===== src/inc/scpcr_pkg.sv =====
// constants, field layouts and types for the sensor configuration register bank
package scpcr_pkg;

    // ------------------------------------------------------------
    // register offsets on the two-wire interface
    // ------------------------------------------------------------
    localparam logic [7:0] ADDR_MAIN_CFG0 = 8'h02;
    localparam logic [7:0] ADDR_MAIN_CFG1 = 8'h03;
    localparam logic [7:0] ADDR_POWER_CTRL = 8'h04;
    localparam logic [7:0] ADDR_CLK_DIV = 8'h05;

    // ------------------------------------------------------------
    // reset values and writable-bit masks (reserved bits clear)
    // ------------------------------------------------------------
    localparam logic [7:0] RST_MAIN_CFG0 = 8'h00;
    localparam logic [7:0] RST_MAIN_CFG1 = 8'h00;
    localparam logic [7:0] RST_POWER_CTRL = 8'h00;
    localparam logic [7:0] RST_CLK_DIV = 8'h04;
    localparam logic [7:0] MASK_MAIN_CFG0 = 8'h75;
    localparam logic [7:0] MASK_MAIN_CFG1 = 8'hF4;
    localparam logic [7:0] MASK_POWER_CTRL = 8'h0F;
    localparam logic [7:0] MASK_CLK_DIV = 8'hDF;

    // ------------------------------------------------------------
    // field positions
    // ------------------------------------------------------------
    localparam int CFG0_INIT_BUSY = 7;
    localparam int CFG0_SLEEP = 6;
    localparam int CFG0_DEFECT_FIX = 5;
    localparam int CFG0_BLACK_OFF = 4;
    localparam int CFG0_DEFECT_MONO = 2;
    localparam int CFG0_SINGLE_AMP = 0;
    localparam int CFG1_MONO = 7;
    localparam int CFG1_INTERLACE = 6;
    localparam int CFG1_HSKIP = 5;
    localparam int CFG1_VSKIP = 4;
    localparam int CFG1_FOLLOWER = 2;
    localparam int PWR_VIDEO_AMP = 3;
    localparam int PWR_COLOUR_HI = 2;
    localparam int PWR_COLOUR_LO = 1;
    localparam int PWR_CONVERTER = 0;
    localparam int CLK_PUMP_HI = 7;
    localparam int CLK_PUMP_LO = 6;
    localparam int CLK_SENSOR_HI = 4;

    // ------------------------------------------------------------
    // timing and link identity
    // ------------------------------------------------------------
    localparam int CLOCK_PERIOD_NS = 25;
    localparam int INIT_TIME_NS = 1000;
    localparam int INIT_CYCLES = (INIT_TIME_NS + CLOCK_PERIOD_NS - 1) / CLOCK_PERIOD_NS;
    // value is arbitrary
    localparam logic [6:0] LINK_DEVICE_ADDR = 7'h3A;

    // ------------------------------------------------------------
    // two-wire slave states
    // ------------------------------------------------------------
    typedef enum logic [8:0]
    {
        ST_IDLE = 9'h001,
        ST_ADDR = 9'h002,
        ST_ADDR_ACK = 9'h004,
        ST_PTR = 9'h008,
        ST_PTR_ACK = 9'h010,
        ST_WDATA = 9'h020,
        ST_WACK = 9'h040,
        ST_RDATA = 9'h080,
        ST_RACK = 9'h100
    } scpcr_state_t;

endpackage


===== src/logic/scpcr_clk_div.sv =====
// programmable divider producing a one-cycle enable pulse
`timescale 1ns/1ps
module scpcr_clk_div
(
    // clock and reset
    input wire logic clock,
    input wire logic rst,
    // advance and ratio
    input wire logic tickIn,
    input wire logic [4:0] divisor,
    // divided enable
    output logic tickOut
);

    logic [4:0] countQ;
    logic [4:0] lastCount;

    // ratios 0 and 1 both pass every input tick
    assign lastCount = (divisor <= 5'h01) ? 5'h00 : 5'(divisor - 5'h01);

    // ------------------------------------------------------------
    // counter and pulse
    // ------------------------------------------------------------
    // a ratio change mid-count takes effect at the next wrap or at once if below
    always_ff @(posedge clock)
    begin
        if (rst)
        begin
            countQ <= 5'h00;
            tickOut <= 1'b0;
        end
        else if (tickIn && countQ >= lastCount)
        begin
            countQ <= 5'h00;
            tickOut <= 1'b1;
        end
        else
        begin
            if (tickIn)
                countQ <= 5'(countQ + 5'h01);
            tickOut <= 1'b0;
        end
    end

endmodule


===== src/logic/scpcr_regs.sv =====
// sensor configuration, power and clock register bank behind a two-wire slave
`timescale 1ns/1ps
module scpcr_regs
(
    // clock and reset
    input wire logic clock,
    input wire logic rst,
    // two-wire serial port, open drain data
    input wire logic scl,
    input wire logic sdaIn,
    output logic sdaOut,
    output logic sdaOe,
    // power-down pin
    input wire logic powerDownPin,
    // main configuration zero controls
    output logic initInProgress,
    output logic sensorSleep,
    output logic defectFixEnable,
    output logic blackCompDisable,
    output logic defectFixMonoSelect,
    output logic singleAmpRouting,
    // main configuration one controls
    output logic monoSensorSelect,
    output logic interlaceSelect,
    output logic horizSkipEnable,
    output logic vertSkipEnable,
    output logic syncFollowerSelect,
    // analog power controls
    output logic videoAmpOff,
    output logic [1:0] colourAmpsOff,
    output logic converterOff,
    // derived clock enables
    output logic pumpClockEn,
    output logic sensorClockEn,
    output logic pixelClockEn
);

    // ------------------------------------------------------------
    // declarations
    // ------------------------------------------------------------
    scpcr_pkg::scpcr_state_t stateQ;
    logic sclPrevQ;
    logic sdaPrevQ;
    logic [7:0] shiftQ;
    logic [3:0] bitCntQ;
    logic readModeQ;
    logic nackQ;
    logic [7:0] ptrQ;
    logic sdaOeQ;
    logic [7:0] cfg0Q;
    logic [7:0] cfg1Q;
    logic [7:0] pwrQ;
    logic [7:0] clkQ;
    logic busyQ;
    logic [15:0] initCntQ;
    logic sclRise;
    logic sclFall;
    logic startSeen;
    logic stopSeen;
    logic wrHit;
    logic [7:0] rdByte;
    logic [4:0] pumpRatio;
    logic [4:0] pixelRatio;

    // ------------------------------------------------------------
    // read decode, shared by address ack and read ack
    // ------------------------------------------------------------
    function automatic logic [7:0] readReg
    (
        input logic [7:0] addr,
        input logic [7:0] cfg0,
        input logic [7:0] cfg1,
        input logic [7:0] pwr,
        input logic [7:0] clk,
        input logic busy
    );
        logic [7:0] val;
        val = 8'h00;
        unique case (addr)
            scpcr_pkg::ADDR_MAIN_CFG0:
            begin
                val = cfg0 & scpcr_pkg::MASK_MAIN_CFG0;
                val[scpcr_pkg::CFG0_INIT_BUSY] = busy;
            end
            scpcr_pkg::ADDR_MAIN_CFG1: val = cfg1 & scpcr_pkg::MASK_MAIN_CFG1;
            scpcr_pkg::ADDR_POWER_CTRL: val = pwr & scpcr_pkg::MASK_POWER_CTRL;
            scpcr_pkg::ADDR_CLK_DIV: val = clk & scpcr_pkg::MASK_CLK_DIV;
            default: val = 8'h00;
        endcase
        return val;
    endfunction

    // ------------------------------------------------------------
    // line edge and bus condition detection
    // ------------------------------------------------------------
    // pins are synchronous to clock, so one history flop is enough
    always_ff @(posedge clock)
    begin
        if (rst)
        begin
            sclPrevQ <= 1'b1;
            sdaPrevQ <= 1'b1;
        end
        else
        begin
            sclPrevQ <= scl;
            sdaPrevQ <= sdaIn;
        end
    end

    assign sclRise = scl && !sclPrevQ;
    assign sclFall = !scl && sclPrevQ;
    assign startSeen = scl && sclPrevQ && sdaPrevQ && !sdaIn;
    assign stopSeen = scl && sclPrevQ && !sdaPrevQ && sdaIn;
    assign rdByte = readReg(ptrQ, cfg0Q, cfg1Q, pwrQ, clkQ, busyQ);
    assign wrHit = sclFall && (stateQ == scpcr_pkg::ST_WDATA) && (bitCntQ == 4'h8);

    // ------------------------------------------------------------
    // two-wire slave sequencer
    // ------------------------------------------------------------
    // address byte, then pointer byte, then data bytes with auto-increment;
    // a read starts at the pointer left by the last write or read
    always_ff @(posedge clock)
    begin
        if (rst)
        begin
            stateQ <= scpcr_pkg::ST_IDLE;
            shiftQ <= 8'h00;
            bitCntQ <= 4'h0;
            readModeQ <= 1'b0;
            nackQ <= 1'b0;
            ptrQ <= 8'h00;
            sdaOeQ <= 1'b0;
        end
        else if (startSeen)
        begin
            stateQ <= scpcr_pkg::ST_ADDR;
            bitCntQ <= 4'h0;
            sdaOeQ <= 1'b0;
        end
        else if (stopSeen)
        begin
            stateQ <= scpcr_pkg::ST_IDLE;
            sdaOeQ <= 1'b0;
        end
        else if (sclRise)
        begin
            unique case (stateQ)
                scpcr_pkg::ST_ADDR, scpcr_pkg::ST_PTR, scpcr_pkg::ST_WDATA:
                begin
                    shiftQ <= {shiftQ[6:0], sdaIn};
                    bitCntQ <= 4'(bitCntQ + 4'h1);
                end
                scpcr_pkg::ST_RDATA: bitCntQ <= 4'(bitCntQ + 4'h1);
                scpcr_pkg::ST_RACK: nackQ <= sdaIn; // master releases data to stop
                scpcr_pkg::ST_IDLE, scpcr_pkg::ST_ADDR_ACK, scpcr_pkg::ST_PTR_ACK,
                scpcr_pkg::ST_WACK:
                begin
                end
            endcase
        end
        else if (sclFall)
        begin
            unique case (stateQ)
                scpcr_pkg::ST_IDLE:
                begin
                end
                scpcr_pkg::ST_ADDR:
                begin
                    if (bitCntQ == 4'h8)
                    begin
                        if (shiftQ[7:1] == scpcr_pkg::LINK_DEVICE_ADDR)
                        begin
                            stateQ <= scpcr_pkg::ST_ADDR_ACK;
                            readModeQ <= shiftQ[0];
                            sdaOeQ <= 1'b1; // acknowledge by pulling low
                        end
                        else
                            stateQ <= scpcr_pkg::ST_IDLE;
                    end
                end
                scpcr_pkg::ST_ADDR_ACK:
                begin
                    bitCntQ <= 4'h0;
                    if (readModeQ)
                    begin
                        stateQ <= scpcr_pkg::ST_RDATA;
                        shiftQ <= rdByte;
                        sdaOeQ <= !rdByte[7];
                    end
                    else
                    begin
                        stateQ <= scpcr_pkg::ST_PTR;
                        sdaOeQ <= 1'b0;
                    end
                end
                scpcr_pkg::ST_PTR:
                begin
                    if (bitCntQ == 4'h8)
                    begin
                        stateQ <= scpcr_pkg::ST_PTR_ACK;
                        ptrQ <= shiftQ;
                        sdaOeQ <= 1'b1;
                    end
                end
                scpcr_pkg::ST_PTR_ACK, scpcr_pkg::ST_WACK:
                begin
                    stateQ <= scpcr_pkg::ST_WDATA;
                    bitCntQ <= 4'h0;
                    sdaOeQ <= 1'b0;
                end
                scpcr_pkg::ST_WDATA:
                begin
                    if (bitCntQ == 4'h8)
                    begin
                        stateQ <= scpcr_pkg::ST_WACK;
                        ptrQ <= 8'(ptrQ + 8'h01);
                        sdaOeQ <= 1'b1;
                    end
                end
                scpcr_pkg::ST_RDATA:
                begin
                    if (bitCntQ == 4'h8)
                    begin
                        stateQ <= scpcr_pkg::ST_RACK;
                        ptrQ <= 8'(ptrQ + 8'h01);
                        sdaOeQ <= 1'b0;
                    end
                    else
                    begin
                        shiftQ <= {shiftQ[6:0], 1'b0};
                        sdaOeQ <= !shiftQ[6];
                    end
                end
                scpcr_pkg::ST_RACK:
                begin
                    bitCntQ <= 4'h0;
                    if (nackQ)
                        stateQ <= scpcr_pkg::ST_IDLE;
                    else
                    begin
                        stateQ <= scpcr_pkg::ST_RDATA;
                        shiftQ <= rdByte;
                        sdaOeQ <= !rdByte[7];
                    end
                end
            endcase
        end
    end

    // open drain: the line is only ever pulled low
    always_ff @(posedge clock)
    begin
        if (rst)
            sdaOut <= 1'b0;
        else
            sdaOut <= 1'b0;
    end

    assign sdaOe = sdaOeQ;

    // ------------------------------------------------------------
    // register file
    // ------------------------------------------------------------
    // only writable bits are stored, so reserved and read-only bits stay zero
    always_ff @(posedge clock)
    begin
        if (rst)
        begin
            cfg0Q <= scpcr_pkg::RST_MAIN_CFG0;
            cfg1Q <= scpcr_pkg::RST_MAIN_CFG1;
            pwrQ <= scpcr_pkg::RST_POWER_CTRL;
            clkQ <= scpcr_pkg::RST_CLK_DIV;
        end
        else if (wrHit)
        begin
            unique case (ptrQ)
                scpcr_pkg::ADDR_MAIN_CFG0: cfg0Q <= shiftQ & scpcr_pkg::MASK_MAIN_CFG0;
                scpcr_pkg::ADDR_MAIN_CFG1: cfg1Q <= shiftQ & scpcr_pkg::MASK_MAIN_CFG1;
                scpcr_pkg::ADDR_POWER_CTRL: pwrQ <= shiftQ & scpcr_pkg::MASK_POWER_CTRL;
                scpcr_pkg::ADDR_CLK_DIV: clkQ <= shiftQ & scpcr_pkg::MASK_CLK_DIV;
                default:
                begin
                end
            endcase
        end
    end

    // ------------------------------------------------------------
    // power-on initialisation busy flag
    // ------------------------------------------------------------
    // the sensor is ready once the init count has run out after reset
    always_ff @(posedge clock)
    begin
        if (rst)
        begin
            initCntQ <= 16'h0000;
            busyQ <= 1'b1;
        end
        else if (busyQ)
        begin
            initCntQ <= 16'(initCntQ + 16'h0001);
            if (initCntQ == 16'(scpcr_pkg::INIT_CYCLES - 1))
                busyQ <= 1'b0;
        end
    end

    assign initInProgress = busyQ;

    // ------------------------------------------------------------
    // configuration outputs
    // ------------------------------------------------------------
    // registered so every control leaves the block from a flop
    always_ff @(posedge clock)
    begin
        if (rst)
        begin
            sensorSleep <= 1'b0;
            defectFixEnable <= 1'b0;
            blackCompDisable <= 1'b0;
            defectFixMonoSelect <= 1'b0;
            singleAmpRouting <= 1'b0;
            monoSensorSelect <= 1'b0;
            interlaceSelect <= 1'b0;
            horizSkipEnable <= 1'b0;
            vertSkipEnable <= 1'b0;
            syncFollowerSelect <= 1'b0;
            videoAmpOff <= 1'b0;
            colourAmpsOff <= 2'h0;
            converterOff <= 1'b0;
        end
        else
        begin
            sensorSleep <= cfg0Q[scpcr_pkg::CFG0_SLEEP] | powerDownPin;
            defectFixEnable <= cfg0Q[scpcr_pkg::CFG0_DEFECT_FIX];
            blackCompDisable <= cfg0Q[scpcr_pkg::CFG0_BLACK_OFF];
            defectFixMonoSelect <= cfg0Q[scpcr_pkg::CFG0_DEFECT_MONO];
            singleAmpRouting <= cfg0Q[scpcr_pkg::CFG0_SINGLE_AMP];
            monoSensorSelect <= cfg1Q[scpcr_pkg::CFG1_MONO];
            interlaceSelect <= cfg1Q[scpcr_pkg::CFG1_INTERLACE];
            horizSkipEnable <= cfg1Q[scpcr_pkg::CFG1_HSKIP];
            vertSkipEnable <= cfg1Q[scpcr_pkg::CFG1_VSKIP];
            syncFollowerSelect <= cfg1Q[scpcr_pkg::CFG1_FOLLOWER];
            videoAmpOff <= pwrQ[scpcr_pkg::PWR_VIDEO_AMP];
            colourAmpsOff <= pwrQ[scpcr_pkg::PWR_COLOUR_HI:scpcr_pkg::PWR_COLOUR_LO];
            converterOff <= pwrQ[scpcr_pkg::PWR_CONVERTER];
        end
    end

    // ------------------------------------------------------------
    // clock dividers
    // ------------------------------------------------------------
    // pump ratio is a power of two from the two-bit code
    assign pumpRatio = 5'h01 << clkQ[scpcr_pkg::CLK_PUMP_HI:scpcr_pkg::CLK_PUMP_LO];
    // horizontal skip halves the pixel rate; line timing is left untouched
    assign pixelRatio = horizSkipEnable ? 5'h02 : 5'h01;

    scpcr_clk_div pumpDiv
    (
        .clock(clock),
        .rst(rst),
        .tickIn(1'b1),
        .divisor(pumpRatio),
        .tickOut(pumpClockEn)
    );

    // code zero and code one both give the master rate
    scpcr_clk_div sensorDiv
    (
        .clock(clock),
        .rst(rst),
        .tickIn(1'b1),
        .divisor(clkQ[scpcr_pkg::CLK_SENSOR_HI:0]),
        .tickOut(sensorClockEn)
    );

    scpcr_clk_div pixelDiv
    (
        .clock(clock),
        .rst(rst),
        .tickIn(sensorClockEn),
        .divisor(pixelRatio),
        .tickOut(pixelClockEn)
    );

endmodule


===== config.mk =====
export PLATFORM = sky130hd
export DESIGN_NAME = scpcr_regs
export DESIGN_NICKNAME = d
export VERILOG_FILES = /design/src/inc/scpcr_pkg.sv /design/src/logic/scpcr_clk_div.sv /design/src/logic/scpcr_regs.sv
export SDC_FILE = /design/constraint.sdc
export NUM_CORES = 1
export LEC_CHECK = 0
export ABC_AREA = 1
export BUFFER_PORTS_ARGS = -buffer_cell sky130_fd_sc_hd__buf_2
export CAP_MARGIN = 25
export CORE_AREA = 2 2 105 107
export CTS_BUF_LIST = sky130_fd_sc_hd__clkbuf_8 sky130_fd_sc_hd__clkbuf_16
export CTS_CLUSTER_SIZE = 14
export DETAILED_ROUTE_END_ITERATION = 8
export DIE_AREA = 0 0 107 109
export GPL_TIMING_DRIVEN = 0
export PLACE_DENSITY = 0.79
export SYNTH_ARGS = -nofsm -noshare
export SYNTH_HDL_FRONTEND = slang
export SYNTH_HIERARCHICAL = 1
export SYNTH_SLANG_ARGS = --single-unit

===== constraint.sdc =====
create_clock -name clock -period 2.8 [get_ports clock]
set_input_delay 0.56 -clock clock [delete_from_list [all_inputs] [get_ports clock]]
set_output_delay 0.56 -clock clock [all_outputs]
set_load 0.02 [all_outputs]

==> results of run 1 <==
==> per-stage QoR <==
stage	instances	setup slack (ns)	utilization (%)	instance area [sq um]	hold slack, ns
6_report	1051	0.588	62.7	6640	0.381
2_1_floorplan	872	0.850	-	6170	0.425
5_1_grt	1051	0.374	62.7	6640	0.375
3_5_place_dp	1035	0.564	60.9	6460	0.443
4_1_cts	1051	0.568	62.7	6640	0.375
3_3_place_gp	1035	0.559	60.9	6460	0.448
==> cell usage in the layout (no fill, tap or decap), drive strengths merged <==
cell / count
o22ai: 1
a21boi: 2
xnor2: 3
buf: 34
clkbuf: 16
mux2i: 3
nor2: 167
a211oi: 7
a31oi: 3
o21ai: 47
nor4: 2
nor3: 14
xor2: 18
clkinv: 2
a21oi: 57
inv: 119
and2: 3
nand3: 52
nor3b: 1
or2: 4
dfxtp: 104
o211ai: 2
o21a: 1
a41o: 1
nand4: 12
conb: 13
ha: 34
nand3b: 9
nand2: 180
==> worst reg2reg max path, stage by stage, from the launching register on <==
cell	delay, ns
dfxtp_1	0.39
inv_1	0.10
nor2_1	0.17
inv_2	0.07
ha_1	0.19
a21oi_2	0.12
nand3b_4	0.16
nand3b_1	0.10
ha_1	0.28
nand2_1	0.06
nor2_1	0.10
nand2_1	0.05
nand3_1	0.09
nand2_2	0.08
nand2_4	0.11
nor2_2	0.04
==> path summary, 6_finish.rpt <==
check                                  start            endpoint  depth (start not counted)  slack, ns
worst max-delay path                 clkQ[6]   pumpDiv/countQ[1]                         15       0.59
worst min-delay path            powerDownPin         sensorSleep                          3       0.38
worst max register to register       clkQ[6]   pumpDiv/countQ[1]                         15       0.59
worst min register to register      cfg1Q[2]  syncFollowerSelect                          2       0.46
==> logic make-up (layout without fill, tap and decap cells) <==
family	after synthesis	count (layout)	share of synthesized area [%]
simple gates	444	444	35.2
buf+inv	132	171	8.97
compound gates	121	121	11.3
flops	104	104	34.0
fa+ha+maj	34	34	6.94
xor+xnor	21	21	3.00
mux	3	3	0.490
other cells	2	13	0.123
==> routing by layer <==
layer | vias to the layer above | global-route usage [%] | routed length, um
met1 | 2446 | 27.6 | 5670
met3 | 29 | 4.84 | 652
li1 | 2829 | - | -
met4 | 0 | 10.0 | 352
met2 | 136 | 42.0 | 6270
met5 | - | 0 | 0
==> report_power, final <==
group	total (W)	switching (W)	internal [W]	leakage [nW]
clock network	0.000917	0.000571	0.000346	0.0984
registers	0.00152	0.0000241	0.00150	0.841
logic	0.000227	0.000147	0.0000799	1.99
total	0.00267	0.000743	0.00192	2.93
==> registers in the layout, indices dropped and copies added, names as in the netlist, 2 cells and up <==
name,cells
colourAmpsOff,2
pwrQ,4
cfg0Q,5
bitCntQ,4
stateQ,9
cfg1Q,5
shiftQ,8
ptrQ,8
clkQ,7
initCntQ,16
sensorDiv/countQ,5
pumpDiv/countQ,5
pixelDiv/countQ,5
==> area by class of cell <==
| cell class | instances | area (sq um) |
|---|---|---|
| plain buffers | 18 | 121 |
| well taps | 140 | 175 |
| repair buffers | 23 | 115 |
| fillers | 1039 | 3960 |
| flip-flops and latches | 104 | 2080 |
| clock inverters | 7 | 62.6 |
| inverters | 114 | 428 |
| multi-input cells | 636 | 3540 |
| clock buffers | 9 | 124 |
==> run summary, run 1 <==
Status = finished clean
Critical path endpoint category = flop
Max frequency = 0.452 GHz
First-pass iteration count of the detailed router = 5
HPWL Detailed = 9920 um
Worst vdd ir = 0.000370 V
Post-CTS Setup Bufs = 0
Final Power = 0.00267 W
First-pass GRT wire length = 22,000 um
Fin crit period = 2.21 ns
Maximum clock path buffer count = 2
Layout area overhead = 8.46%
Most used DFF post-synth = dfxtp_1
Syn Area/Cell = 7.11 sq um
Post-DR vias/cell = 5.18
Drt total wl = 12,900 um
Grt total ovfl = 0
Final hold vios = 0
Die extent in x = 107 um
CP Launch Type = flop
CTS tree = done
Final critical-path share of the clock period = 79.0%
Static Leak = 2.93 nW
Vias in the first global route = 5,084
Clock Skews = 0.00815 ns
Die area = 11,700 sq um
GRT Util Overall = 23.6%
Yosys Warn Count = 6
CP Data Arrival Time = 2.50 ns
GPL Wtd Cong = 0.940
Worst-path fanout max = 5
Clock latency at the later pin of the worst-skew pair = 0.39 ns
Routed len/inst = 12.3 um
Yosys top cell area share = 34.0%
Total Neg Setup Slack = 0 ns
Num CTS Buffers = 9
Post-synth EDFFs = 0
Initial Util = 57.8%
Sinks on Clock Net = 104
Leading area contributor after synthesis = dfxtp_1
Sequential share of the synthesized area = 34.0%
CP max stage cell = dfxtp_1
Post-cts resize count = 0
Synth Instances = 861
Pwr Density = 401 nW/um^2
Ant diodes = 0
Residual DRC = 0
Number of max-cap violations = 0
Least-Margin Pin Slew = 0.571 ns
Layout cell share with drive strength beyond 1 = 15.3%
Top cell types by occurrence after synthesis = nand2_1, nor2_1, dfxtp_1
Worst slew margin = 61.9%
Initial DRC count = 318
Largest net degree at the start of global routing = 20
CP peak stage delay = 0.39 ns
Layout Nets = 945
Slew Limit Fails = 0
Placeable Area = 10,600 sq um
Netlist cell types = 45
Hold Path Class = in -> reg
CP Class = reg -> reg
Num rows = 38
Initial antenna violation count = 0
Synth Register Bits = 104
CP required = 3.09 ns
Final ANT Viol Nets = 0
Cell family with most CP delay = simple AND/OR/NAND/NOR gates
Synth Cell Area = 6130 sq um
Hold buffers post-CTS = 0
Final setup viols = 0
Leading post-synthesis cells by cell area = dfxtp_1, nand2_1, nor2_1
Port bufs = 23
Crit-path cells = inv_1 -> nor2_1 -> inv_2 -> ha_1 -> a21oi_2 -> nand3b_4 -> nand3b_1 -> ha_1 -> nand2_1 -> nor2_1 -> nand2_1 -> nand3_1 -> nand2_2 -> nand2_4 -> nor2_2
RSZ-0062 raised after global routing = no
CTS clk-pin slew, worst paths = 0.11 ns
Buf/Inv on CP = 2
Ports = 25
Clk Tree Root Cell = clkbuf_8
Most common cell in the netlist = nand2_1
Post-synth ARST share = 0%
Die height = 109 um
Via count = 5,440
H-tree depth = 3
Note: power is estimated with default switching activity, not from simulation.
==> run 2, diff against run 1 <==
--- a/config.mk
+++ b/config.mk
@@ -8,13 +8,13 @@
 export ABC_AREA = 1
 export BUFFER_PORTS_ARGS = -buffer_cell sky130_fd_sc_hd__buf_2
 export CAP_MARGIN = 25
-export CORE_AREA = 2 2 105 107
+export CORE_AREA = 2 2 108 110
 export CTS_BUF_LIST = sky130_fd_sc_hd__clkbuf_8 sky130_fd_sc_hd__clkbuf_16
 export CTS_CLUSTER_SIZE = 14
 export DETAILED_ROUTE_END_ITERATION = 8
-export DIE_AREA = 0 0 107 109
+export DIE_AREA = 0 0 110 112
 export GPL_TIMING_DRIVEN = 0
-export PLACE_DENSITY = 0.79
+export PLACE_DENSITY = 0.78
 export SYNTH_ARGS = -nofsm -noshare
 export SYNTH_HDL_FRONTEND = slang
 export SYNTH_HIERARCHICAL = 1
==> constraint.sdc (replaced) <==
create_clock -name clock -period 1.8 [get_ports clock]
set_input_delay 0.36 -clock clock [delete_from_list [all_inputs] [get_ports clock]]
set_output_delay 0.36 -clock clock [all_outputs]
set_load 0.02 [all_outputs]
==> run 2 against run 1 <==
The flow now finishes with violations (negative setup slack). Clock-buffer cell count rose by 2. Core utilization increased by 2.9 points. Power is 79% higher. Sequential power grew 56%. First-iteration DRC count up 28%. Die area is 5.6% higher. Hold slack worse by 0.13 ns.
==> run summary, run 2 (synthesized netlist as in run 1, its figures left out) <==
Initial Util = 54.8% (-3.0 points)
Layout area overhead = 19.5%
Max frequency = 0.498 GHz (+10%)
Max reg flops = 16 (unchanged)
Sw Pwr = 0.00126 W (+69%)
Clk Tree Root Cell = clkbuf_16
Grt total ovfl = 0 (unchanged)
Comb power frac = 8.6% (about the same)
Placeable Area = 11,200 sq um (+5.4%)
Hold Path Class = in -> reg
Post-DR vias/cell = 5.27 (+1.9%)
Top reg by flops = initCntQ
Most frequent cells in the layout = nand2_1, nor2_1, inv_1
Final hold vios = 0 (unchanged)
Clock Skews = 0.00661 ns (-0.00154 ns)
GRT Util Overall = 24.1% (+0.52 points)
Failing checks = negative setup slack
Worst slew margin = 59.3% (-2.6 points)
Worst-path fanout max = 5 (unchanged)
Dpl cell area = 6470 sq um (+0.21%)
Die extent in x = 110 um (+2.8%)
Pwr Density = 652 nW/um^2 (+63%)
Initial DRC count = 406 (+28%)
Ports = 25 (unchanged)
Initial antenna violation count = 0 (unchanged)
Sinks on Clock Net = 104 (unchanged)
CP required = 2.05 ns (-1.04 ns)
Sw frac = 26.3% (-1.5 points)
Num CTS Buffers = 9 (unchanged)
GPL Wtd Cong = 0.962 (+2.4%)
Vias in the first global route = 5,340 (+5.0%)
Share of power burned in registers = 49.5% (-7.6 points)
Layout cell share with drive strength beyond 1 = 23.6% (+8.4 points)
CP Launch Type = flop
First-pass iteration count of the detailed router = 5 (unchanged)
Design Area, Final = 7320 sq um (+10%)
Leading registers by flop count = initCntQ (16), stateQ (9)
Clock latency at the later pin of the worst-skew pair = 0.36 ns (-0.03 ns)
Status = finished with violations
Critical path endpoint category = flop
Routed len/inst = 13.5 um (+9.5%)
CP Class = reg -> reg
Commonest non-fill, non-tap cell in the layout = nand2_1
CP Data Arrival Time = 2.26 ns (-0.24 ns)
Maximum clock path buffer count = 2 (unchanged)
H-tree depth = 3 (unchanged)
Hold WS = 0.249 ns (-0.132 ns)
CTS tree = done
Internal power = 0.00352 W (+83%)
Fin crit period = 2.01 ns (-0.202 ns)
Largest net degree at the start of global routing = 19 (-5.0%)
Final ANT Viol Nets = 0 (unchanged)
Die height = 112 um (+2.8%)
Final setup viols = 17 (+17)
Layout Nets = 969 (+2.5%)
HPWL Detailed = 10,000 um (+0.81%)
Number of max-cap violations = 0 (unchanged)
Drt total wl = 14,500 um (+12%)
Slew Limit Fails = 0 (unchanged)
Worst vdd ir = 0.000630 V (+70%)
Final critical-path share of the clock period = 112% (+33 points)
Via count = 5,686 (+4.5%)
Least-Margin Pin Slew = 0.610 ns (+0.0389 ns)
Final Worst Setup Slack = -0.209 ns (-0.798 ns)
Port bufs = 23 (unchanged)
Hold buffers post-CTS = 0 (unchanged)
Residual DRC = 0 (unchanged)
Ant diodes = 0 (unchanged)
Num rows = 39 (+2.6%)
Static Leak = 3.22 nW (+10%)
Die area = 12,300 sq um (+5.6%)
Power share of the clock group = 41.9% (+7.5 points)
CTS clk-pin slew, worst paths = 0.07 ns (-0.04 ns)
RSZ-0062 raised after global routing = yes
First-pass GRT wire length = 23,700 um (+7.7%)
run 2: changes by cell type in the layout (fill, tap and decap cells not counted), moves of 5 or more:
| cell | change |
|---|---|
| nand2_2 | +9 |
| ha_4 | +5 |
| dfxtp_1 | -12 |
| dfxtp_2 | +8 |
| inv_4 | +7 |
| clkbuf_8 | -7 |
| ha_1 | -6 |
| clkbuf_16 | +10 |
| inv_1 | -6 |
| buf_4 | +19 |
| nand2_1 | -12 |
| nor2_4 | +10 |
| nor2_1 | -12 |
run 2: metal layers:
| metal | GRT usage (%) | routed length (um) | vias to the layer above |
|---|---|---|---|
| li1 | - | - | 2889 |
| met1 | 29.6 | 6090 | 2607 |
| met2 | 40.9 | 7280 | 163 |
| met3 | 5.80 | 869 | 27 |
| met4 | 8.10 | 301 | 0 |
| met5 | 0 | 0 | - |
run 2: path summary, 6_finish.rpt:
kind	slack, ns	endpoint	from	depth (start not counted)
worst max-delay path	-0.21	pumpDiv/countQ[3]	clkQ[6]	15
worst min register to register	0.46	colourAmpsOff[1]	pwrQ[2]	2
worst min-delay path	0.25	sdaPrevQ	sdaIn	3
worst max register to register	-0.21	pumpDiv/countQ[3]	clkQ[6]	15
run 2: power groups by stage:
stage	sequential [W]	clock, W	combinational [W]
final	0.00237	0.00200	0.000410
after global routing	0.00237	0.00212	0.000458
after CTS	0.00237	0.00202	0.000363
after detailed placement	0.00242	0	0.000355
after global placement	0.00242	0	0.000346
after floorplan	0.00241	0	0.000278
run 2: area by class of cell:
class	count	area (sq um)
Fill cell	953	3850
Multi-Input combinational cell	638	3840
Sequential cell	104	2110
Inverter	114	450
Timing Repair Buffer	45	314
Clock buffer	11	253
Tap cell	143	179
Buffer	18	134
Clock inverter	5	47.5
run 2: repair_timing:
| action | 4_1_cts | 5_1_grt |
|---|---|---|
| buffers inserted | 6 | 15 |
| setup endpoints to repair | 38 | 68 |
| pin swaps | 22 | 35 |
| gates resized for setup | 24 | 76 |
| gates cloned | 1 | 2 |
run 2: worst max-delay path, stage by stage (launching register included):
cell and delay [ns]:
dfxtp_4 0.38, inv_4 0.04, nor2_4 0.10, inv_4 0.06
ha_4 0.16, a21oi_4 0.11, nand3b_4 0.15, nand3b_1 0.09
ha_1 0.29, nand2_1 0.06, nor2_1 0.08, nand2_1 0.06
nand3_2 0.06, nand2_2 0.08, nand2_4 0.12, nor2_2 0.04
run 2: metrics by stage:
stage          setup WS (ns)  utilization [%]  power (W)  TNS [ns]  instances
2_1_floorplan        -0.0733                -    0.00269    -0.365        872
3_3_place_gp          -0.225             57.9    0.00277     -5.27       1038
3_5_place_dp          -0.295             57.9    0.00278     -6.20       1038
4_1_cts               -0.188             62.1    0.00475     -1.42       1061
5_1_grt               -0.345             65.5    0.00495     -4.12       1078
6_report              -0.209             65.5    0.00478     -1.78       1078
